`src/rtl/sfr_bank_pkg.sv`:
```
// Constants, field layouts and carrier types for the timer, capture and PWM register bank.
package sfr_bank_pkg;

	localparam int unsigned ADDR_W = 8;
	localparam int unsigned DATA_W = 32;
	localparam int unsigned IDX_W  = 6;

	// Register indices; the APB byte address is four times the index.
	localparam logic [IDX_W-1:0] IDX_PC_HOLD        = 6'h03;
	localparam logic [IDX_W-1:0] IDX_CPU_STATUS     = 6'h06;
	localparam logic [IDX_W-1:0] IDX_TBL_LOW        = 6'h0D;
	localparam logic [IDX_W-1:0] IDX_TBL_HIGH       = 6'h0E;
	localparam logic [IDX_W-1:0] IDX_BANK_SEL       = 6'h0F;
	localparam logic [IDX_W-1:0] IDX_TIMER1_COUNT   = 6'h10;
	localparam logic [IDX_W-1:0] IDX_TIMER2_COUNT   = 6'h11;
	localparam logic [IDX_W-1:0] IDX_TIMER3_LOW     = 6'h12;
	localparam logic [IDX_W-1:0] IDX_TIMER3_HIGH    = 6'h13;
	localparam logic [IDX_W-1:0] IDX_TIMER1_PERIOD  = 6'h14;
	localparam logic [IDX_W-1:0] IDX_TIMER2_PERIOD  = 6'h15;
	localparam logic [IDX_W-1:0] IDX_P3C1_LOW       = 6'h16;
	localparam logic [IDX_W-1:0] IDX_P3C1_HIGH      = 6'h17;
	localparam logic [IDX_W-1:0] IDX_PWM1_DUTY_LOW  = 6'h10;
	localparam logic [IDX_W-1:0] IDX_PWM2_DUTY_LOW  = 6'h11;
	localparam logic [IDX_W-1:0] IDX_PWM1_DUTY_HIGH = 6'h12;
	localparam logic [IDX_W-1:0] IDX_PWM2_DUTY_HIGH = 6'h13;
	localparam logic [IDX_W-1:0] IDX_CAPTURE2_LOW   = 6'h14;
	localparam logic [IDX_W-1:0] IDX_CAPTURE2_HIGH  = 6'h15;
	localparam logic [IDX_W-1:0] IDX_TIMER_CFG      = 6'h16;
	localparam logic [IDX_W-1:0] IDX_TIMER_RUN      = 6'h17;
	localparam logic [IDX_W-1:0] IDX_PRODUCT_LOW    = 6'h18;
	localparam logic [IDX_W-1:0] IDX_PRODUCT_HIGH   = 6'h19;
	localparam logic [IDX_W-1:0] IDX_IRQ_STATUS     = 6'h1A;
	localparam logic [IDX_W-1:0] IDX_IRQ_MASK       = 6'h1B;

	localparam logic [3:0] BANK_TIMERS      = 4'h2;
	localparam logic [3:0] BANK_PWM_CAPTURE = 4'h3;

	// Implemented-bit masks of the partly populated registers.
	localparam logic [7:0] PWM1_LOW_MASK   = 8'hC0;
	localparam logic [7:0] PWM2_LOW_MASK   = 8'hE0;
	localparam int unsigned PWM2_TB_BIT    = 5;
	localparam int unsigned WDT_FLAG_BIT   = 4;
	localparam int unsigned SLEEP_FLAG_BIT = 3;

	localparam logic [7:0] BYTE_RESET   = 8'h00;
	localparam logic [3:0] BANK_RESET   = 4'h0;
	localparam logic [3:0] IRQ_RESET    = 4'h0;
	localparam int unsigned IRQ_W       = 4;
	localparam int unsigned IRQ_CAP1    = 0;
	localparam int unsigned IRQ_CAP2    = 1;
	localparam int unsigned IRQ_OVR1    = 2;
	localparam int unsigned IRQ_OVR2    = 3;

	typedef struct packed {
		logic capture2_edge_sel_hi;
		logic capture2_edge_sel_lo;
		logic capture1_edge_sel_hi;
		logic capture1_edge_sel_lo;
		logic timer_pair_join;
		logic timer3_clock_source;
		logic timer2_clock_source;
		logic timer1_clock_source;
	} timer_cfg_t;

	typedef struct packed {
		logic capture2_overrun_flag;
		logic capture1_overrun_flag;
		logic pwm2_output_enable;
		logic pwm1_output_enable;
		logic capture1_period3_select;
		logic timer3_run;
		logic timer2_run;
		logic timer1_run;
	} timer_run_t;

	typedef struct packed {
		logic        load;
		logic        overrun;
		logic [15:0] value;
	} cap_evt_t;

endpackage

```
`src/rtl/timer_capture_pwm_sfr_bank.sv`:
```
// APB register bank holding the timer, capture, PWM duty and multiply product registers.
// Functional notes
// - Unimplemented bits and cells read zero, ignore writes
// - Data zero at power-on and kept through other resets, except the PWM2 time base bit
// - Master clear leaves watchdog and sleep flags
// - Master clear and watchdog load other-reset values
// - Holding register supplies and receives upper counter byte
// - Table pointer bytes clear on every reset; with TBLPTR_LEGACY set, on power-on only
// - Sixteen-bit product bytes at indices 18h, 19h
// - Shared register pair: period3 or capture1 result
// - Timer configuration layout, cleared on other resets
// - Timer run control layout, cleared on every reset
`timescale 1ns/1ns

module timer_capture_pwm_sfr_bank #(
	parameter bit HAS_MULTIPLY    = 1'b1, // Product registers present.
	parameter bit TBLPTR_LEGACY   = 1'b0  // Table pointer keeps its value over other resets.
) (
	input  wire logic                     sys_clk_i,              // Core clock, 100 MHz.
	input  wire logic                     rst_n_i,                // Power-on reset, synchronous.
	input  wire logic                     ext_master_clear_n_i,   // Master clear pin, async.
	input  wire logic                     watchdog_reset_i,       // Watchdog reset, core domain.
	input  wire logic                     sleep_entry_i,          // Core entered sleep, pulse.
	input  wire logic                     psel_i,                 // APB select.
	input  wire logic                     penable_i,              // APB enable.
	input  wire logic                     pwrite_i,               // APB direction.
	input  wire logic [7:0]               paddr_i,                // APB byte address.
	input  wire logic [31:0]              pwdata_i,               // APB write data.
	output logic [31:0]                   prdata_o,               // APB read data.
	output logic                          pready_o,               // APB ready.
	output logic                          pslverr_o,              // APB error, unmapped.
	input  wire sfr_bank_pkg::cap_evt_t   capture1_i,             // Capture1 event.
	input  wire sfr_bank_pkg::cap_evt_t   capture2_i,             // Capture2 event.
	input  wire logic                     product_load_i,         // Multiplier result strobe.
	input  wire logic [15:0]              product_i,              // Multiplier result.
	input  wire logic                     pc_read_i,              // Counter upper byte read strobe.
	input  wire logic [7:0]               pc_upper_i,             // Counter upper byte.
	output logic [7:0]                    pc_upper_holding_o,     // Byte loaded into the counter.
	output logic [15:0]                   table_pointer_o,        // Table pointer.
	output sfr_bank_pkg::timer_cfg_t      timer_config_o,         // Timer configuration.
	output sfr_bank_pkg::timer_run_t      run_control_o,          // Timer run control.
	output logic [7:0]                    timer1_count_o,         // Timer1 count.
	output logic [7:0]                    timer2_count_o,         // Timer2 count.
	output logic [15:0]                   timer3_count_o,         // Timer3 count.
	output logic [7:0]                    timer1_period_o,        // Timer1 period.
	output logic [7:0]                    timer2_period_o,        // Timer2 period.
	output logic [15:0]                   period3_capture1_o,     // Period3 or capture1.
	output logic [9:0]                    pwm1_duty_o,            // PWM1 duty.
	output logic [9:0]                    pwm2_duty_o,            // PWM2 duty.
	output logic                          pwm2_timebase_select_o, // PWM2 time base.
	output logic                          irq_o                   // Interrupt, level.
);

	function automatic logic hit(input logic [5:0] idx, input logic [5:0] target);
		return idx == target;
	endfunction

	logic              external_master_clear_meta_q;
	logic              external_master_clear_sync_q;
	logic              pready_q;
	logic              pslverr_q;
	logic [31:0]       prdata_q;
	logic [3:0]        bank_q;
	logic [7:0]        pc_hold_q;
	logic [7:0]        tbl_low_q;
	logic [7:0]        tbl_high_q;
	logic              wdt_flag_q;
	logic              sleep_flag_q;
	logic [7:0]        timer1_q;
	logic [7:0]        timer2_q;
	logic [15:0]       timer3_q;
	logic [7:0]        period1_q;
	logic [7:0]        period2_q;
	logic [15:0]       p3c1_q;
	logic [7:0]        pwm1_low_q;
	logic [7:0]        pwm2_low_q;
	logic [7:0]        pwm1_high_q;
	logic [7:0]        pwm2_high_q;
	logic [15:0]       capture2_q;
	logic [15:0]       product_q;
	sfr_bank_pkg::timer_cfg_t cfg_q;
	sfr_bank_pkg::timer_run_t run_q;
	sfr_bank_pkg::timer_run_t run_d;
	logic [3:0]        irq_status_q;
	logic [3:0]        irq_status_d;
	logic [3:0]        irq_mask_q;
	logic              irq_q;
	logic [7:0]        rd_byte;
	logic              rd_known;

	// Master clear and watchdog form the other-reset class; the core is idle then.
	wire        other_reset = ~external_master_clear_sync_q | watchdog_reset_i;
	wire [5:0]  idx         = paddr_i[7:2];
	wire [7:0]  wbyte       = pwdata_i[7:0];
	wire        setup       = psel_i & ~penable_i;
	wire        wr_go       = psel_i & penable_i & pready_q & pwrite_i & ~pslverr_q & ~other_reset;
	wire        in_b2       = bank_q == sfr_bank_pkg::BANK_TIMERS;
	wire        in_b3       = bank_q == sfr_bank_pkg::BANK_PWM_CAPTURE;
	wire        banked      = idx[5:3] == 3'b010;
	wire        b2_go       = wr_go & in_b2;
	wire        b3_go       = wr_go & in_b3;
	wire        prod_on     = HAS_MULTIPLY;

	wire wr_pc_hold  = wr_go & hit(idx, sfr_bank_pkg::IDX_PC_HOLD);
	wire wr_tbl_low  = wr_go & hit(idx, sfr_bank_pkg::IDX_TBL_LOW);
	wire wr_tbl_high = wr_go & hit(idx, sfr_bank_pkg::IDX_TBL_HIGH);
	wire wr_bank     = wr_go & hit(idx, sfr_bank_pkg::IDX_BANK_SEL);
	wire wr_t1       = b2_go & hit(idx, sfr_bank_pkg::IDX_TIMER1_COUNT);
	wire wr_t2       = b2_go & hit(idx, sfr_bank_pkg::IDX_TIMER2_COUNT);
	wire wr_t3_low   = b2_go & hit(idx, sfr_bank_pkg::IDX_TIMER3_LOW);
	wire wr_t3_high  = b2_go & hit(idx, sfr_bank_pkg::IDX_TIMER3_HIGH);
	wire wr_per1     = b2_go & hit(idx, sfr_bank_pkg::IDX_TIMER1_PERIOD);
	wire wr_per2     = b2_go & hit(idx, sfr_bank_pkg::IDX_TIMER2_PERIOD);
	wire wr_p3_low   = b2_go & hit(idx, sfr_bank_pkg::IDX_P3C1_LOW);
	wire wr_p3_high  = b2_go & hit(idx, sfr_bank_pkg::IDX_P3C1_HIGH);
	wire wr_pw1_low  = b3_go & hit(idx, sfr_bank_pkg::IDX_PWM1_DUTY_LOW);
	wire wr_pw2_low  = b3_go & hit(idx, sfr_bank_pkg::IDX_PWM2_DUTY_LOW);
	wire wr_pw1_high = b3_go & hit(idx, sfr_bank_pkg::IDX_PWM1_DUTY_HIGH);
	wire wr_pw2_high = b3_go & hit(idx, sfr_bank_pkg::IDX_PWM2_DUTY_HIGH);
	wire wr_cfg      = b3_go & hit(idx, sfr_bank_pkg::IDX_TIMER_CFG);
	wire wr_run      = b3_go & hit(idx, sfr_bank_pkg::IDX_TIMER_RUN);
	wire wr_prod_lo  = wr_go & prod_on & hit(idx, sfr_bank_pkg::IDX_PRODUCT_LOW);
	wire wr_prod_hi  = wr_go & prod_on & hit(idx, sfr_bank_pkg::IDX_PRODUCT_HIGH);
	wire wr_irq_stat = wr_go & hit(idx, sfr_bank_pkg::IDX_IRQ_STATUS);
	wire wr_irq_mask = wr_go & hit(idx, sfr_bank_pkg::IDX_IRQ_MASK);

	// Capture1 lands in the shared pair only while it is in capture mode.
	wire cap1_take = capture1_i.load & run_q.capture1_period3_select & ~other_reset;
	wire cap2_take = capture2_i.load & ~other_reset;
	wire ovr1_set  = capture1_i.overrun & ~other_reset;
	wire ovr2_set  = capture2_i.overrun & ~other_reset;

	wire [3:0] irq_events = {ovr2_set, ovr1_set, cap2_take, cap1_take};

	always_comb begin
		rd_known = 1'b1;
		rd_byte  = sfr_bank_pkg::BYTE_RESET;
		if (hit(idx, sfr_bank_pkg::IDX_PC_HOLD)) begin
			rd_byte = pc_hold_q;
		end else if (hit(idx, sfr_bank_pkg::IDX_CPU_STATUS)) begin
			rd_byte[sfr_bank_pkg::WDT_FLAG_BIT]   = wdt_flag_q;
			rd_byte[sfr_bank_pkg::SLEEP_FLAG_BIT] = sleep_flag_q;
		end else if (hit(idx, sfr_bank_pkg::IDX_TBL_LOW)) begin
			rd_byte = tbl_low_q;
		end else if (hit(idx, sfr_bank_pkg::IDX_TBL_HIGH)) begin
			rd_byte = tbl_high_q;
		end else if (hit(idx, sfr_bank_pkg::IDX_BANK_SEL)) begin
			rd_byte = {4'h0, bank_q};
		end else if (banked & in_b2) begin
			if (hit(idx, sfr_bank_pkg::IDX_TIMER1_COUNT)) begin
				rd_byte = timer1_q;
			end else if (hit(idx, sfr_bank_pkg::IDX_TIMER2_COUNT)) begin
				rd_byte = timer2_q;
			end else if (hit(idx, sfr_bank_pkg::IDX_TIMER3_LOW)) begin
				rd_byte = timer3_q[7:0];
			end else if (hit(idx, sfr_bank_pkg::IDX_TIMER3_HIGH)) begin
				rd_byte = timer3_q[15:8];
			end else if (hit(idx, sfr_bank_pkg::IDX_TIMER1_PERIOD)) begin
				rd_byte = period1_q;
			end else if (hit(idx, sfr_bank_pkg::IDX_TIMER2_PERIOD)) begin
				rd_byte = period2_q;
			end else if (hit(idx, sfr_bank_pkg::IDX_P3C1_LOW)) begin
				rd_byte = p3c1_q[7:0];
			end else begin
				rd_byte = p3c1_q[15:8];
			end
		end else if (banked & in_b3) begin
			if (hit(idx, sfr_bank_pkg::IDX_PWM1_DUTY_LOW)) begin
				rd_byte = pwm1_low_q & sfr_bank_pkg::PWM1_LOW_MASK;
			end else if (hit(idx, sfr_bank_pkg::IDX_PWM2_DUTY_LOW)) begin
				rd_byte = pwm2_low_q & sfr_bank_pkg::PWM2_LOW_MASK;
			end else if (hit(idx, sfr_bank_pkg::IDX_PWM1_DUTY_HIGH)) begin
				rd_byte = pwm1_high_q;
			end else if (hit(idx, sfr_bank_pkg::IDX_PWM2_DUTY_HIGH)) begin
				rd_byte = pwm2_high_q;
			end else if (hit(idx, sfr_bank_pkg::IDX_CAPTURE2_LOW)) begin
				rd_byte = capture2_q[7:0];
			end else if (hit(idx, sfr_bank_pkg::IDX_CAPTURE2_HIGH)) begin
				rd_byte = capture2_q[15:8];
			end else if (hit(idx, sfr_bank_pkg::IDX_TIMER_CFG)) begin
				rd_byte = cfg_q;
			end else begin
				rd_byte = run_q;
			end
		end else if (banked) begin
			rd_byte = sfr_bank_pkg::BYTE_RESET;
		end else if (hit(idx, sfr_bank_pkg::IDX_PRODUCT_LOW)) begin
			rd_byte = prod_on ? product_q[7:0] : sfr_bank_pkg::BYTE_RESET;
		end else if (hit(idx, sfr_bank_pkg::IDX_PRODUCT_HIGH)) begin
			rd_byte = prod_on ? product_q[15:8] : sfr_bank_pkg::BYTE_RESET;
		end else if (hit(idx, sfr_bank_pkg::IDX_IRQ_STATUS)) begin
			rd_byte = {4'h0, irq_status_q};
		end else if (hit(idx, sfr_bank_pkg::IDX_IRQ_MASK)) begin
			rd_byte = {4'h0, irq_mask_q};
		end else begin
			rd_known = 1'b0;
		end
	end

	// Hardware overrun flags win over a software write in the same cycle.
	always_comb begin
		run_d = run_q;
		if (wr_run) begin
			run_d = wbyte;
		end
		run_d.capture1_overrun_flag = run_d.capture1_overrun_flag | ovr1_set;
		run_d.capture2_overrun_flag = run_d.capture2_overrun_flag | ovr2_set;
	end

	// Write-one-to-clear status; a new event in the clearing cycle stays set.
	assign irq_status_d = (irq_status_q & ~(wr_irq_stat ? wbyte[3:0] : sfr_bank_pkg::IRQ_RESET)) | irq_events;

	always_ff @(posedge sys_clk_i) begin
		if (!rst_n_i) begin
			external_master_clear_meta_q <= 1'b1;
			external_master_clear_sync_q <= 1'b1;
		end else begin
			external_master_clear_meta_q <= ext_master_clear_n_i;
			external_master_clear_sync_q <= external_master_clear_meta_q;
		end
	end

	// APB slave: read data is captured in the setup cycle, ready in the access cycle.
	always_ff @(posedge sys_clk_i) begin
		if (!rst_n_i) begin
			pready_q  <= 1'b0;
			pslverr_q <= 1'b0;
			prdata_q  <= 32'h00000000;
		end else begin
			pready_q  <= setup;
			pslverr_q <= setup & ~rd_known;
			if (setup) begin
				prdata_q <= {24'h000000, rd_byte};
			end
		end
	end

	always_ff @(posedge sys_clk_i) begin
		if (!rst_n_i) begin
			wdt_flag_q   <= 1'b0;
			sleep_flag_q <= 1'b0;
		end else if (watchdog_reset_i) begin
			wdt_flag_q   <= 1'b1;
			sleep_flag_q <= 1'b0;
		end else if (!external_master_clear_sync_q) begin
			wdt_flag_q   <= wdt_flag_q;
			sleep_flag_q <= sleep_flag_q;
		end else if (sleep_entry_i) begin
			sleep_flag_q <= 1'b1;
		end
	end

	always_ff @(posedge sys_clk_i) begin
		if (!rst_n_i || other_reset) begin
			bank_q       <= sfr_bank_pkg::BANK_RESET;
			pc_hold_q    <= sfr_bank_pkg::BYTE_RESET;
			cfg_q        <= sfr_bank_pkg::BYTE_RESET;
			run_q        <= sfr_bank_pkg::BYTE_RESET;
			irq_status_q <= sfr_bank_pkg::IRQ_RESET;
			irq_mask_q   <= sfr_bank_pkg::IRQ_RESET;
			irq_q        <= 1'b0;
		end else begin
			bank_q       <= wr_bank ? wbyte[3:0] : bank_q;
			pc_hold_q    <= pc_read_i ? pc_upper_i : (wr_pc_hold ? wbyte : pc_hold_q);
			cfg_q        <= wr_cfg ? wbyte : cfg_q;
			run_q        <= run_d;
			irq_status_q <= irq_status_d;
			irq_mask_q   <= wr_irq_mask ? wbyte[3:0] : irq_mask_q;
			irq_q        <= |(irq_status_d & irq_mask_q);
		end
	end

	always_ff @(posedge sys_clk_i) begin
		if (TBLPTR_LEGACY ? !rst_n_i : (!rst_n_i || other_reset)) begin
			tbl_low_q  <= sfr_bank_pkg::BYTE_RESET;
			tbl_high_q <= sfr_bank_pkg::BYTE_RESET;
		end else begin
			tbl_low_q  <= wr_tbl_low ? wbyte : tbl_low_q;
			tbl_high_q <= wr_tbl_high ? wbyte : tbl_high_q;
		end
	end

	// Data registers take a defined value at power-on and are untouched by other resets.
	always_ff @(posedge sys_clk_i) begin
		if (!rst_n_i) begin
			timer1_q  <= sfr_bank_pkg::BYTE_RESET;
			timer2_q  <= sfr_bank_pkg::BYTE_RESET;
			timer3_q  <= {2{sfr_bank_pkg::BYTE_RESET}};
			period1_q <= sfr_bank_pkg::BYTE_RESET;
			period2_q <= sfr_bank_pkg::BYTE_RESET;
		end else begin
			timer1_q  <= wr_t1 ? wbyte : timer1_q;
			timer2_q  <= wr_t2 ? wbyte : timer2_q;
			timer3_q  <= {wr_t3_high ? wbyte : timer3_q[15:8], wr_t3_low ? wbyte : timer3_q[7:0]};
			period1_q <= wr_per1 ? wbyte : period1_q;
			period2_q <= wr_per2 ? wbyte : period2_q;
		end
	end

	always_ff @(posedge sys_clk_i) begin
		if (!rst_n_i) begin
			p3c1_q     <= {2{sfr_bank_pkg::BYTE_RESET}};
			capture2_q <= {2{sfr_bank_pkg::BYTE_RESET}};
			product_q  <= {2{sfr_bank_pkg::BYTE_RESET}};
		end else begin
			if (cap1_take) begin
				p3c1_q <= capture1_i.value;
			end else begin
				p3c1_q <= {wr_p3_high ? wbyte : p3c1_q[15:8], wr_p3_low ? wbyte : p3c1_q[7:0]};
			end
			capture2_q <= cap2_take ? capture2_i.value : capture2_q;
			if (prod_on && product_load_i && !other_reset) begin
				product_q <= product_i;
			end else begin
				product_q <= {wr_prod_hi ? wbyte : product_q[15:8], wr_prod_lo ? wbyte : product_q[7:0]};
			end
		end
	end

	always_ff @(posedge sys_clk_i) begin
		if (!rst_n_i) begin
			pwm1_low_q  <= sfr_bank_pkg::BYTE_RESET;
			pwm2_low_q  <= sfr_bank_pkg::BYTE_RESET;
			pwm1_high_q <= sfr_bank_pkg::BYTE_RESET;
			pwm2_high_q <= sfr_bank_pkg::BYTE_RESET;
		end else begin
			if (other_reset) begin
				pwm2_low_q[sfr_bank_pkg::PWM2_TB_BIT] <= 1'b0;
			end else if (wr_pw2_low) begin
				pwm2_low_q <= wbyte & sfr_bank_pkg::PWM2_LOW_MASK;
			end
			pwm1_low_q  <= wr_pw1_low ? (wbyte & sfr_bank_pkg::PWM1_LOW_MASK) : pwm1_low_q;
			pwm1_high_q <= wr_pw1_high ? wbyte : pwm1_high_q;
			pwm2_high_q <= wr_pw2_high ? wbyte : pwm2_high_q;
		end
	end

	assign prdata_o               = prdata_q;
	assign pready_o               = pready_q;
	assign pslverr_o              = pslverr_q;
	assign pc_upper_holding_o     = pc_hold_q;
	assign table_pointer_o        = {tbl_high_q, tbl_low_q};
	assign timer_config_o         = cfg_q;
	assign run_control_o          = run_q;
	assign timer1_count_o         = timer1_q;
	assign timer2_count_o         = timer2_q;
	assign timer3_count_o         = timer3_q;
	assign timer1_period_o        = period1_q;
	assign timer2_period_o        = period2_q;
	assign period3_capture1_o     = p3c1_q;
	assign pwm1_duty_o            = {pwm1_high_q, pwm1_low_q[7:6]};
	assign pwm2_duty_o            = {pwm2_high_q, pwm2_low_q[7:6]};
	assign pwm2_timebase_select_o = pwm2_low_q[sfr_bank_pkg::PWM2_TB_BIT];
	assign irq_o                  = irq_q;

endmodule

```
`config.mk`:
```
export PLATFORM = sky130hd
export DESIGN_NAME = timer_capture_pwm_sfr_bank
export DESIGN_NICKNAME = d
export VERILOG_FILES = /design/src/rtl/sfr_bank_pkg.sv /design/src/rtl/timer_capture_pwm_sfr_bank.sv
export SDC_FILE = /design/constraint.sdc
export NUM_CORES = 1
export LEC_CHECK = 0
export CAP_MARGIN = 20
export CORE_ASPECT_RATIO = 1.75
export CORE_MARGIN = 2
export CORE_UTILIZATION = 35
export CTS_CLUSTER_DIAMETER = 100
export CTS_CLUSTER_SIZE = 25
export DETAILED_ROUTE_END_ITERATION = 12
export DONT_BUFFER_PORTS = 1
export PLACE_DENSITY = 0.54
export SYNTH_ARGS = -nofsm -noshare
export SYNTH_HDL_FRONTEND = slang
export SYNTH_SLANG_ARGS = --single-unit
```
`constraint.sdc`:
```
create_clock -name sys_clk_i -period 2.85 [get_ports sys_clk_i]
set_input_delay 0.855 -clock sys_clk_i [delete_from_list [all_inputs] [get_ports sys_clk_i]]
set_output_delay 0.855 -clock sys_clk_i [all_outputs]
set_load 0.005 [all_outputs]
```
==> flow_metrics.tcl, run 1 <==
set metrics [dict create \
    synth_area_leaders "dfxtp_1, nand2_1, a21boi_0" \
    swShare_pct 24.4 \
    critical_path.cell_chain "nor4b_2, nand2_1, o21ai_0, o21ai_0, a221oi_1, o32ai_1" \
    critPathLaunchType "input port" \
    row_count 79 \
    grt_pass1_wl_mm 54.6 \
    cpMostUsedCell "o21ai_0" \
    power_density_nw_per_um2 499 \
    synth_edf_count 0 \
    cts_buffers 17 \
    synthTopCellsByCount "nand2_1, dfxtp_1, nand3_1" \
    tritoncts "yes" \
    cts.clk_slew.worst_paths_ns 0.07 \
    status "complete, no violations" \
    clock-root-buffer "clkbuf_16" \
    period_share_pct 82.4 \
    cp_top_family "simple AND/OR/NAND/NOR gates" \
    postCtsResizedCells 0 \
    antenna_found_initial 1 \
    cp.arrival_ns 2.68 \
    p_switching_w 0.00127 \
    die_h_um 222 \
    setup_viol 0 \
    drv_slew 0 \
    cp-end-kind "flop" \
    place_congestion 0.845 \
    hold_violations 0 \
    clkPwrFrac_pct 43.6 \
    postSynthAreaPerCell_um2 8.13 \
    ys_ff_latch 184 \
    power.total_w 0.00519 \
    grt.overflow.total 0 \
    final.setup.tns_ns 0 \
    leakagePower_nw 3.85 \
    drive_gt1_share_pct 10.5 \
    synth_ff_type "dfxtp_1" \
    die_width_um 128 \
    postCtsHoldBufs 0 \
    start_util_pct 35.6 \
    synth_top_area_cell "dfxtp_1" \
    netlist_instances 1165 \
    wl_per_cell_um 25.5 \
    area_delta_synth_final_pct 9.85 \
    cts.path.max_buffers 2 \
    place_ws_ns 0.0261 \
    io_buffers 0 \
    drcViolationCount 0 \
    syn_area_um2 9470 \
    fin_ws_ns 0.503 \
    crit_type "input port to flop" \
    dieArea_um2 28500 \
    grtUsageTotal_pct 26.1 \
    internal_power_w 0.00392 \
    ant_nets 0 \
    fmax_ghz 0.426 \
    coreArea_um2 26600 \
    avgViaCountPerCell 6.00 \
    crit_buf_inv 0 \
    clock-sinks 184 \
    hpwl_mm 27.7 \
    critical_path_required_ns 3.19 \
    cap_violations 0 \
    drtIter0Drc 833 \
    rsz0062_at_grt "false" \
    first_pass_iters 6 \
    synthArstFlopShare_pct 0 \
    yosysMostFrequentCell "nand2_1" \
    grt_max_degree 131 \
    tightest_slew_ns 0.659 \
    synth_largest_type_area_fraction_pct 38.9 \
    h-tree-depth 4 \
    period_needed_ns 2.35 \
    clock_latency_ns 0.46 \
    fin_worst_skew_ns 0.0103 \
    synth_cell_type_count 72 \
    hold_path.class "flop to flop" \
    nets 1252 \
    seqPwrFrac_pct 51.0 \
    wl_mm 37.7 \
    ys_seq_area_share_pct 38.9 \
    worstPathMaxFanout 27 \
    vias 8871 \
    slowest_stage "nor4b_2" \
    slew_headroom_pct 55.8 \
    grt_pass1_vias 8295 \
    combinationalPowerShare_pct 5.3 \
    ir_worst_vdd_mv 0.413 \
    yosysWarningCount 0 \
    ios 270 \
    slowest_delay_ns 0.58 \
    cts_setup_buffers 0 \
]
## power by group through the flow
stage | registers (W) | clock network, W | logic (W)
after global placement | 0.00271 | 0 | 0.000269
after detailed placement | 0.00271 | 0 | 0.000272
after floorplan | 0.00269 | 0 | 0.000284
after CTS | 0.00265 | 0.00230 | 0.000273
after global routing | 0.00265 | 0.00240 | 0.000300
final | 0.00265 | 0.00226 | 0.000276
## metal layers
layer | share of wire [%] | up-vias | track usage (%) | routed length (um)
met1 | 34 | 4252 | 26.7 | 12800
met4 | 6.2 | 0 | 16.1 | 2330
met5 | 0 | - | 0 | 0
met2 | 51 | 427 | 45.6 | 19400
met3 | 8.6 | 117 | 7.89 | 3240
li1 | - | 4075 | - | -
## registers in the layout (all words and copies together) (netlist names), 2 cells and up
name                flops
irq_status_q            4
pwm1_low_q              2
timer1_period_o         8
period3_capture1_o     16
prdata_o                8
timer_config_o          8
timer1_count_o          8
pwm2_high_q             8
pwm2_low_q              3
pc_upper_holding_o      8
product_q              16
tbl_low_q               8
tbl_high_q              8
timer2_period_o         8
bank_q                  4
timer2_count_o          8
timer3_count_o         16
irq_mask_q              4
run_control_o           8
capture2_q             16
pwm1_high_q             8
## stage by stage
step / instance area (um^2) / utilization [%] / hold slack [ns] / std cells
after floorplan: 9560 / - / 0.386 / 1188
after global placement: 9870 / 37.1 / 0.406 / 1447
after detailed placement: 9870 / 37.1 / 0.403 / 1447
after CTS: 10400 / 39.1 / 0.419 / 1478
after global routing: 10400 / 39.1 / 0.430 / 1479
final: 10400 / 39.1 / 0.412 / 1479
## final timing paths
path	start	to	depth (start not counted)	slack, ns
worst max-delay path	paddr_i[3]	prdata_o[1]	6	0.50
worst max register to register	bank_q[3]	timer1_count_o[6]	6	0.72
worst min register to register	external_master_clear_meta_q	external_master_clear_sync_q	1	0.41
worst min-delay path	external_master_clear_meta_q	external_master_clear_sync_q	1	0.41
## cell usage in the layout, fill, tap and decap left out, drive strengths merged, types with 11 or more instances in the layout
cell type,Yosys,final
nand2,203,203
dfxtp,184,184
nand3,119,119
a21boi,85,85
nor2,58,58
buf,63,58
o21ai,57,57
a21oi,54,54
mux2i,46,46
o211a,33,33
conb,1,24
a211oi,19,19
clkbuf,60,18
and3,15,15
nor2b,13,13
a22oi,12,12
and2,12,12
mux2,11,11
## cells by family after synthesis
logic type | Yosys count | synth area share [%]
other | 1 | 0.0396
DFF | 184 | 38.9
and+or+nand+nor | 467 | 23.9
muxes | 57 | 6.17
xor gates and xnor gates | 1 | 0.0925
buffers and inverters | 132 | 6.63
AOI/OAI and AO/OA | 323 | 24.3
## final cells by class
type	count	area, um^2
clock inverter	13	109
timing repair buffer	58	485
inverter	9	33.8
multi-input combinational	872	5260
sequential	184	3680
fill	2766	16200
clock buffer	18	429
antenna	1	2.50
tap	324	405
(Power assumes the default switching activity.)
==> inputs of run 2 (changes only) <==
--- a/config.mk
+++ b/config.mk
@@ -13,7 +13,7 @@
 export CTS_CLUSTER_SIZE = 25
 export DETAILED_ROUTE_END_ITERATION = 12
 export DONT_BUFFER_PORTS = 1
-export PLACE_DENSITY = 0.54
+export PLACE_DENSITY = 0.56
 export SYNTH_ARGS = -nofsm -noshare
 export SYNTH_HDL_FRONTEND = slang
 export SYNTH_SLANG_ARGS = --single-unit
==> constraint.sdc (replaced) <==
create_clock -name sys_clk_i -period 2 [get_ports sys_clk_i]
set_input_delay 0.6 -clock sys_clk_i [delete_from_list [all_inputs] [get_ports sys_clk_i]]
set_output_delay 0.6 -clock sys_clk_i [all_outputs]
set_load 0.005 [all_outputs]
==> flow_metrics.tcl, run 2 (synthesized netlist as in run 1, its figures left out) <==
set metrics [dict create \
    clock-sinks 184 \
    cts.clk_slew.worst_paths_ns 0.07 \
    r2r_end "prdata_o[2]" \
    route.met3.wl_mm 2.97 \
    place_congestion 0.929 \
    drtIter0Drc 803 \
    met1Wirelength_mm 13.3 \
    grt_max_degree 131 \
    status "complete, no violations" \
    wl_met2_mm 20.1 \
    cp.arrival_ns 2.37 \
    ir_worst_vdd_mv 0.609 \
    h-tree-depth 4 \
    clock-root-buffer "clkbuf_16" \
    grt.overflow.total 0 \
    drv_slew 0 \
    hold_violations 0 \
    hold_path.class "input port to flop" \
    cts_buffers 17 \
    vias 9144 \
    worstHoldEndpoint "sleep_flag_q" \
    leakagePower_nw 4.40 \
    wl_mm 38.3 \
    cts.path.max_buffers 2 \
    period_share_pct 99.5 \
    setup_viol 0 \
    period_needed_ns 1.99 \
    worstPathMaxFanout 6 \
    final_area_um2 11400 \
    top_layer "met4" \
    clock_latency_ns 0.46 \
    ant_nets 0 \
    fin_worst_skew_ns 0.00935 \
    grt_pass1_wl_mm 55.6 \
    die_width_um 128 \
    hpwl_mm 28.4 \
    slowest_stage "and3_1" \
    cp_top_family "simple AND/OR/NAND/NOR gates" \
    tritoncts "yes" \
    avgViaCountPerCell 5.85 \
    critical_path_required_ns 2.38 \
    hold_depth 1 \
    power_density_nw_per_um2 673 \
    io_buffers 0 \
    hold_slack_ns 0.212 \
    dieArea_um2 28500 \
    layout_common_cells "nand2_1, dfxtp_1, buf_4, nand3_1, a21boi_0" \
    rr_startpoint "bank_q[2]" \
    slowest_delay_ns 0.41 \
    r2r_slack_ns 0.009 \
    critPathLaunchType "flop" \
    hp-start "watchdog_reset_i" \
    tightest_slew_ns 0.503 \
    cap_violations 0 \
    drcViolationCount 0 \
    coreArea_um2 26600 \
    slew_headroom_pct 66.1 \
    crit_buf_inv 1 \
    wl_per_cell_um 24.5 \
    ios 270 \
    place_area_um2 10700 \
    critical_path.cell_chain "nor3b_4, and3_1, buf_4, o21ai_0, nor2_1, o21ai_0, a31oi_1" \
    power.total_w 0.00765 \
    area_delta_synth_final_pct 19.9 \
    die_h_um 222 \
    fmax_ghz 0.502 \
    first_pass_iters 6 \
    drive_gt1_share_pct 18.7 \
    postCtsHoldBufs 0 \
    grt_pass1_vias 8621 \
    start_util_pct 35.6 \
    row_count 79 \
    crit_type "flop to flop" \
    reg2reg_depth 7 \
    cpMostUsedCell "o21ai_0" \
    final_util_pct 42.7 \
    nets 1335 \
    cp-end-kind "flop" \
    final_common_cell "nand2_1" \
    grtUsageTotal_pct 26.4 \
    antenna_found_initial 0 \
    rsz0062_at_grt "true" \
]
run 2: changes by cell type in the layout (fill, tap and decap cells not counted), moves of 4 or more:
cell      change
buf_4        +74
buf_12        +8
clkbuf_8      +5
a211oi_1      -4
a211oi_2      +4
clkinv_2      -4
nand2_1       -4
nor2_1        -4
run 2: timing repair:
item / CTS / global route
hold endpoints to repair: 0 / 0
setup endpoints to repair: 9 / 41
gates resized for setup: 2 / 12
cloned: 0 / 0
pin swaps: 0 / 2
buffers inserted: 0 / 2
run 2: layout make-up:
class | count | area (um^2)
fill | 2646 | 15200
tap | 324 | 405
clock inverter | 9 | 90.1
antenna | 1 | 2.50
clock buffer | 23 | 498
timing repair buffer | 141 | 1210
sequential | 184 | 3690
inverter | 9 | 33.8
multi-input combinational | 872 | 5430
run 2: through the flow:
stage | setup slack, ns | setup TNS [ns] | std cells
floorplan | -0.106 | -0.642 | 1188
detailed placement | -0.417 | -11.42 | 1528
global route | -0.00458 | -0.0127 | 1562
global placement | -0.439 | -11.08 | 1528
finish | 0.00941 | 0 | 1563
CTS | 0.0248 | 0 | 1560
run 2: per-layer routing:
metal	track usage, %	vias to the layer above
li1	-	4259
met1	27.2	4380
met2	47.6	408
met3	8.08	97
met4	13.0	0
met5	0	-
run 2: power by group:
part	total [W]	leakage (nW)	internal, W	switching (W)
logic	0.000470	2.63	0.000232	0.000238
clock network	0.00340	0.286	0.00189	0.00152
registers	0.00378	1.49	0.00372	0.0000519
total	0.00765	4.40	0.00584	0.00181
run 2: worst reg2reg max path: stages (launching register included):
cell	delay (ns)
dfxtp_2	0.34
nor3b_4	0.29
and3_1	0.41
buf_4	0.20
o21ai_0	0.08
nor2_1	0.19
o21ai_0	0.20
a31oi_1	0.20
run 2: worst max path at each step:
| stage | startpoint | endpoint | slack [ns] | cells after the start |
|---|---|---|---|---|
| after floorplan | watchdog_reset_i | run_control_o[6] | -0.11 | 7 |
| after global placement | paddr_i[4] | prdata_o[4] | -0.44 | 8 |
| after detailed placement | paddr_i[4] | prdata_o[1] | -0.42 | 7 |
| after CTS | bank_q[1] | period3_capture1_o[14] | 0.02 | 7 |
| after global routing | bank_q[2] | period3_capture1_o[15] | -0.005 | 7 |
| final | bank_q[2] | prdata_o[2] | 0.009 | 7 |
